[src/logic/daq_regs.svh]
`ifndef DAQ_REGS_SVH
`define DAQ_REGS_SVH

// ----------------------------------------------------------------
// Register offsets within the sixteen-location block
// ----------------------------------------------------------------
`define DAQ_BLOCK_BITS 4
`define DAQ_ADDR_BITS 10
`define DAQ_OFF_TIMER_CH0 4'h0
`define DAQ_OFF_TIMER_CH1 4'h1
`define DAQ_OFF_TIMER_CH2 4'h2
`define DAQ_OFF_TIMER_CTRL 4'h3
`define DAQ_OFF_RESULT_LOW 4'h4
`define DAQ_OFF_RESULT_HIGH 4'h5
`define DAQ_OFF_DIN_LOW 4'h6
`define DAQ_OFF_DIN_HIGH 4'h7
`define DAQ_OFF_STATUS 4'h8
`define DAQ_OFF_GAIN 4'h9
`define DAQ_OFF_CHANNEL 4'hA
`define DAQ_OFF_MODE 4'hB
`define DAQ_OFF_SW_TRIGGER 4'hC
`define DAQ_OFF_DOUT_LOW 4'hD
`define DAQ_OFF_DOUT_HIGH 4'hE

// ----------------------------------------------------------------
// Field layouts, codes and reset values
// ----------------------------------------------------------------
`define DAQ_READY_BIT 5
`define DAQ_DAC_BITS 12
`define DAQ_RESULT_BITS 16
`define DAQ_GAIN_BITS 2
`define DAQ_CHAN_BITS 4
`define DAQ_MODE_BITS 3
`define DAQ_MODE_OFF 3'h0
`define DAQ_MODE_SW_POLL 3'h1
`define DAQ_MODE_PACER_DMA 3'h2
`define DAQ_MODE_PACER_INT 3'h6
`define DAQ_RESERVED_READ 8'h00
`define DAQ_BYTE_ZERO 8'h00
`define DAQ_DEFAULT_BASE 6'h22

`endif

[src/logic/daq_pkg.sv]
`default_nettype none
`include "daq_regs.svh"

package daq_pkg;

    // ------------------------------------------------------------
    // Complete state of the register interface
    // ------------------------------------------------------------
    typedef struct packed {
        logic [7:0] dac0_stage;
        logic [7:0] dac1_stage;
        logic [`DAQ_DAC_BITS-1:0] dac0;
        logic [`DAQ_DAC_BITS-1:0] dac1;
        logic [`DAQ_GAIN_BITS-1:0] gain;
        logic [`DAQ_CHAN_BITS-1:0] chan;
        logic [`DAQ_MODE_BITS-1:0] mode;
        logic int_flag;
        logic busy;
        logic [`DAQ_RESULT_BITS-1:0] result;
        logic [15:0] dout;
        logic [7:0] rdata;
        logic rvalid;
        logic conv_start;
        logic dma_req;
        logic ext_prev;
    } state_s;

endpackage : daq_pkg

`default_nettype wire

[src/logic/daq_board_io_register_interface.sv]
`timescale 1ns/100ps
`default_nettype none
`include "daq_regs.svh"

module daq_board_io_register_interface #(
    parameter logic [5:0] BASE_DEFAULT = `DAQ_DEFAULT_BASE
) (
    input wire logic i_clock,
    input wire logic i_resetn,
    input wire logic [`DAQ_ADDR_BITS-1:0] i_addr,
    input wire logic i_io_read,
    input wire logic i_io_write,
    input wire logic [7:0] i_wdata,
    input wire logic [5:0] i_base,
    output logic [7:0] o_rdata,
    output logic o_rdata_valid,
    output logic o_timer_select,
    output logic [1:0] o_timer_addr,
    output logic o_timer_read,
    output logic o_timer_write,
    output logic [7:0] o_timer_wdata,
    input wire logic [7:0] i_timer_rdata,
    input wire logic [`DAQ_RESULT_BITS-1:0] i_conv_result,
    input wire logic i_conv_done,
    input wire logic i_pacer_tick,
    input wire logic i_external_trigger_input,
    input wire logic i_trigger_source_jumper,
    input wire logic i_input_configuration_jumper,
    input wire logic [15:0] i_digital_input,
    output logic o_conv_start,
    output logic o_irq,
    output logic o_dma_request,
    output logic [`DAQ_DAC_BITS-1:0] o_dac0,
    output logic [`DAQ_DAC_BITS-1:0] o_dac1,
    output logic [`DAQ_GAIN_BITS-1:0] o_gain_code,
    output logic [`DAQ_CHAN_BITS-1:0] o_channel,
    output logic [`DAQ_MODE_BITS-1:0] o_mode,
    output logic [15:0] o_digital_output
);

    // ------------------------------------------------------------
    // Address decode
    // ------------------------------------------------------------
    function automatic logic in_block(
        input logic [`DAQ_ADDR_BITS-1:0] addr,
        input logic [5:0] base
    );
        in_block = (addr[`DAQ_ADDR_BITS-1:`DAQ_BLOCK_BITS] == base);
    endfunction : in_block

    daq_pkg::state_s s_q;
    daq_pkg::state_s s_d;
    logic hit;
    logic rd;
    logic wr;
    logic [3:0] off;
    logic is_timer;
    logic trig;
    logic ext_edge;
    logic pacer_mode;

    assign hit = in_block(i_addr, i_base);
    assign rd = i_io_read & hit;
    assign wr = i_io_write & hit;
    assign off = i_addr[`DAQ_BLOCK_BITS-1:0];
    assign is_timer = (off <= `DAQ_OFF_TIMER_CTRL);
    assign pacer_mode = (s_q.mode == `DAQ_MODE_PACER_DMA)
        | (s_q.mode == `DAQ_MODE_PACER_INT);
    assign ext_edge = i_external_trigger_input & ~s_q.ext_prev;

    // ------------------------------------------------------------
    // Timer pass-through
    // ------------------------------------------------------------
    assign o_timer_select = hit & is_timer & (i_io_read | i_io_write);
    assign o_timer_addr = off[1:0];
    assign o_timer_write = wr & is_timer;
    assign o_timer_read = rd & is_timer & (off != `DAQ_OFF_TIMER_CTRL);
    assign o_timer_wdata = i_wdata;

    // ------------------------------------------------------------
    // Trigger selection
    // ------------------------------------------------------------
    always_comb begin
        if (i_trigger_source_jumper) begin
            trig = ext_edge & pacer_mode;
        end else begin
            trig = (wr & (off == `DAQ_OFF_SW_TRIGGER)
                & (s_q.mode == `DAQ_MODE_SW_POLL))
                | (i_pacer_tick & pacer_mode);
        end
    end

    // ------------------------------------------------------------
    // Next state
    // ------------------------------------------------------------
    always_comb begin
        s_d = s_q;
        s_d.rvalid = rd;
        s_d.conv_start = trig;
        s_d.dma_req = i_conv_done & (s_q.mode == `DAQ_MODE_PACER_DMA);
        s_d.ext_prev = i_external_trigger_input;
        if (trig) begin
            s_d.busy = 1'b1;
        end
        if (i_conv_done) begin
            s_d.busy = 1'b0;
            s_d.result = i_conv_result;
        end
        if (wr) begin
            unique case (off)
                `DAQ_OFF_RESULT_LOW: begin
                    s_d.dac0_stage = i_wdata;
                end
                `DAQ_OFF_RESULT_HIGH: begin
                    s_d.dac0 = {i_wdata[3:0], s_q.dac0_stage};
                end
                `DAQ_OFF_DIN_LOW: begin
                    s_d.dac1_stage = i_wdata;
                end
                `DAQ_OFF_DIN_HIGH: begin
                    s_d.dac1 = {i_wdata[3:0], s_q.dac1_stage};
                end
                `DAQ_OFF_STATUS: begin
                    s_d.int_flag = 1'b0;
                end
                `DAQ_OFF_GAIN: begin
                    s_d.gain = i_wdata[1:0];
                end
                `DAQ_OFF_CHANNEL: begin
                    s_d.chan = i_wdata[3:0];
                end
                `DAQ_OFF_MODE: begin
                    s_d.mode = i_wdata[2:0];
                end
                `DAQ_OFF_DOUT_LOW: begin
                    s_d.dout[7:0] = i_wdata;
                end
                `DAQ_OFF_DOUT_HIGH: begin
                    s_d.dout[15:8] = i_wdata;
                end
                default: begin
                end
            endcase
        end
        if (i_conv_done & (s_q.mode == `DAQ_MODE_PACER_INT)) begin
            s_d.int_flag = 1'b1;
        end
        if (rd) begin
            unique case (off)
                `DAQ_OFF_TIMER_CH0,
                `DAQ_OFF_TIMER_CH1,
                `DAQ_OFF_TIMER_CH2: begin
                    s_d.rdata = i_timer_rdata;
                end
                `DAQ_OFF_RESULT_LOW: begin
                    s_d.rdata = s_q.result[7:0];
                end
                `DAQ_OFF_RESULT_HIGH: begin
                    s_d.rdata = s_q.result[15:8];
                end
                `DAQ_OFF_DIN_LOW: begin
                    s_d.rdata = i_digital_input[7:0];
                end
                `DAQ_OFF_DIN_HIGH: begin
                    s_d.rdata = i_digital_input[15:8];
                end
                `DAQ_OFF_STATUS: begin
                    s_d.rdata = `DAQ_BYTE_ZERO;
                    s_d.rdata[`DAQ_READY_BIT] = s_q.busy;
                end
                default: begin
                    s_d.rdata = `DAQ_RESERVED_READ;
                end
            endcase
        end
    end

    always_ff @(posedge i_clock or negedge i_resetn) begin
        if (!i_resetn) begin
            s_q <= '0;
        end else begin
            s_q <= s_d;
        end
    end

    // ------------------------------------------------------------
    // Outputs
    // ------------------------------------------------------------
    assign o_rdata = s_q.rdata;
    assign o_rdata_valid = s_q.rvalid;
    assign o_conv_start = s_q.conv_start;
    assign o_irq = s_q.int_flag;
    assign o_dma_request = s_q.dma_req;
    assign o_dac0 = s_q.dac0;
    assign o_dac1 = s_q.dac1;
    assign o_gain_code = s_q.gain;
    assign o_channel = i_input_configuration_jumper
        ? {1'b0, s_q.chan[2:0]} : s_q.chan;
    assign o_mode = s_q.mode;
    assign o_digital_output = s_q.dout;
endmodule : daq_board_io_register_interface

`default_nettype wire

[config.mk]
export PLATFORM = sky130hd
export DESIGN_NAME = daq_board_io_register_interface
export DESIGN_NICKNAME = d
export VERILOG_FILES = /design/src/logic/daq_pkg.sv /design/src/logic/daq_board_io_register_interface.sv
export VERILOG_INCLUDE_DIRS = /design/src /design/src/logic
export SDC_FILE = /design/constraint.sdc
export NUM_CORES = 1
export LEC_CHECK = 0
export BUFFER_PORTS_ARGS = -buffer_cell sky130_fd_sc_hd__buf_2
export CORE_MARGIN = 10
export CORE_UTILIZATION = 54
export DETAILED_ROUTE_END_ITERATION = 8
export PLACE_DENSITY = 0.84
export RECOVER_POWER = 25
export SYNTH_ARGS = -nofsm -noshare
export SYNTH_HDL_FRONTEND = slang
export SYNTH_SLANG_ARGS = --single-unit
[constraint.sdc]
create_clock -name i_clock -period 3.2 [get_ports i_clock]
set_input_delay 0.64 -clock i_clock [delete_from_list [all_inputs] [get_ports i_clock]]
set_output_delay 0.64 -clock i_clock [all_outputs]
set_load 0.01 [all_outputs]
==> results.json <==
{
  "hold_path.class": "input port to flip-flop",
  "cts_hold_buffers": 0,
  "synth_area_um2": 4630,
  "die_y_um": 113,
  "period_needed_ns": 2.51,
  "cts_resized": 0,
  "yosysUniqueCellTypes": 38,
  "tritoncts": "yes",
  "grt_max_degree": 87,
  "ir_worst_vdd_mv": 0.257,
  "synth.ff_latch_count": 95,
  "hold_viol_final": 0,
  "syn_area_per_cell_um2": 12.9,
  "antenna_left": 0,
  "clk_latency_ns": 0.35,
  "p_comb_share_pct": 11.6,
  "setup_viol": 0,
  "yosys_most_used_dff": "dfrtp_1",
  "fp.dieW_um": 113,
  "maxCapViolations": 1,
  "grt_overflow": 0,
  "htreeDepth": 3,
  "crit_type": "input port to output port",
  "ys_seq_area_share_pct": 51.4,
  "avgViaCountPerCell": 5.35,
  "path_clk_slew_ns": 0.10,
  "worst_slew_pin_slew_ns": 2.08,
  "p_leak_nw": 2.77,
  "die_area_um2": 12700,
  "drv_slew": 87,
  "rsz0062_at_grt": "false",
  "worstPathMaxFanout": 3,
  "core_um2": 8300,
  "power_frac_seq_pct": 55.8,
  "drt-wirelength-per-cell_um": 19.4,
  "root_buffer": "clkbuf_8",
  "final_nets": 514,
  "portBuffers": 146,
  "r2r_cells": 4,
  "min_period_over_period_pct": 78.5,
  "crit_top_cell": "buf_2",
  "antenna_cells": 0,
  "violations": "capacitance limit, slew limit",
  "netlist_instances": 359,
  "synth_edf_count": 0,
  "synth_top_area_cell": "dfrtp_1",
  "yosysTopAreaCellShare_pct": 51.4,
  "rows": 33,
  "cp_data_required_time_ns": 2.56,
  "p_sw_share_pct": 26.8,
  "numCtsBuffers": 9,
  "clockBufferDepth": 2,
  "drt_iter0_drc": 136,
  "path_cells": "buf_2 -> xor2_1 -> nor4_4 -> nand2_1 -> nor4_1 -> buf_2",
  "ys_top_cells_by_area": "dfrtp_1 (51%), mux2_2 (21%), buf_4 (11%), mux4_2 (2.4%), xor2_1 (1.1%)",
  "area_growth_pct": 11.2,
  "critPathTopFamily": "simple AND/OR/NAND/NOR gates",
  "path_depth": 6,
  "drt-total-wl_um": 10700,
  "p_sw_mw": 0.609,
  "gp_congestion": 0.812,
  "start_util_pct": 55.8,
  "place_ws_ns": 0.663,
  "p_int_mw": 1.67,
  "dp_hpwl_um": 8200,
  "grt_antenna_before_repair": 0,
  "p_clk_share_pct": 32.6,
  "design_area_um2": 5140,
  "drc": 0,
  "max_freq_mhz": 398,
  "grt_pass1_vias": 3190,
  "clock-sinks": 95,
  "worstSetupEndpointType": "output port",
  "critPathMaxStageDelay_ns": 0.34,
  "critPathArrivalTime_ns": 1.87,
  "io_pins": 147,
  "dr_total_vias": 2948,
  "p_per_area_nw_per_um2": 442,
  "setup_slack_ns": 0.689,
  "ys_async_sr_fraction_pct": 100,
  "grt_pass1_wl_um": 17200,
  "hold_depth": 1,
  "placed_area_um2": 4970,
  "drt-pass1-iter-count": 4,
  "cp_slowest_cell": "nor4_4",
  "fin_setup_tns_ns": 0,
  "cp-start-kind": "input port",
  "clock_skew_ns": 0.00906,
  "cts_setup_buffers": 0,
  "ys_warn_count": 0,
  "critPathBufInv": 2,
  "grtUsageTotal_pct": 16.7,
  "drive_gt1_share_pct": 58.3,
  "syn_nets": 432,
  "slew_headroom_pct": -38.7,
  "run_status": "complete, but fails checks"
}
==> power groups by stage <==
stage,Clock (mW),Sequential [mW],Combinational (mW)
floorplan,0,1.29,0.175
global placement,0,1.29,0.260
detailed placement,0,1.29,0.269
CTS,0.753,1.27,0.269
global route,0.800,1.28,0.292
finish,0.741,1.27,0.264
==> cells in the final DEF (no fill, tap or decap), drive strengths merged <==
cell and instances:
or4b 1, mux4 5, nor3 2, and2 7, nand3 12, nand2 6, clkinvlp 2, a31oi 7
buf 148, mux2 86, nor4 3, o2bb2ai 5, o221ai 1, o21ai 1, clkbuf 13, nor4bb 1
nor3b 4, nand2b 4, a211oi 2, a32o 1, mux2i 1, a21oi 4, clkinv 1, a22oi 1
inv 6, nor2 10, dfrtp 95, nor2b 3, o32ai 2, xor2 6, nand3b 1, and3 2
nand4 2, a2bb2oi 1
==> worst paths after layout <==
check | startpoint | slack (ns) | to
hold reg to reg | o_rdata[7] | 0.50 | o_rdata[7]
max in group asynchronous | i_resetn | 1.12 | s_q[49]
hold / removal | i_external_trigger_input | 0.41 | s_q[0]
setup reg to reg | o_mode[2] | 1.43 | s_q[44]
setup / recovery | i_base[5] | 0.69 | o_timer_read
min in group asynchronous | i_resetn | 0.88 | s_q[40]
==> layout make-up <==
class	instances	area [um2]
fillers	670	3150
flip-flops and latches	95	2380
multi-input cells	181	1680
repair buffers	151	766
well taps	105	131
clock buffers	10	128
clock inverters	6	52.6
inverters	3	11.3
==> layer usage <==
metal,wire [um],GRT usage [%]
met1,4510,20.5
met2,5400,28.0
met3,613,4.26
met4,170,5.58
met5,0,0
==> per-stage QoR <==
stage | power, mW | hold WS [ns] | std cells | utilization (%)
after floorplan | 1.46 | 0.344 | 359 | -
after global placement | 1.55 | 0.469 | 535 | 59.9
after detailed placement | 1.56 | 0.476 | 535 | 59.9
after CTS | 2.29 | 0.387 | 551 | 62.1
after global routing | 2.37 | 0.409 | 551 | 62.0
final | 2.28 | 0.412 | 551 | 62.0
==> state kept, by name, summed over array words and instances, names as in the netlist <==
name              count
s_q                  38
o_digital_output     16
o_dac0               12
o_dac1               12
o_rdata               8
o_mode                3
o_gain_code           2
o_conv_start          1
o_dma_request         1
o_irq                 1
o_rdata_valid         1
==> cell families (layout without fill, tap and decap cells) <==
logic type             count (synthesis)  count (layout)  share of synthesized area [%]
XOR/XNOR                               6               6                           1.14
multiplexers                          92              92                           23.6
flip-flops                            95              95                           51.4
buffers and inverters                 83             170                           12.4
AO/OA/AOI/OAI                         25              25                           3.89
AND/OR/NAND/NOR                       58              58                           7.68
==> Yosys cell counts (2+ instances only) <==
library cell and count:
clkbuf_1 6, nor3_1 2, mux4_2 5, nand3_2 3, buf_4 68, a211oi_1 2
dfrtp_1 95, nand2b_1 4, mux2_2 86, nand3_1 9, nor2b_1 3, buf_1 2
o32ai_1 2, and2_0 4, xor2_1 6, nor3b_1 4, nand2_1 6, inv_1 3
nor4_1 2, a21oi_1 4, a31oi_1 7, and2_1 3, o2bb2ai_1 5, nor2_1 10
buf_2 4, and3_1 2
Power figures use the tool's default switching activity.
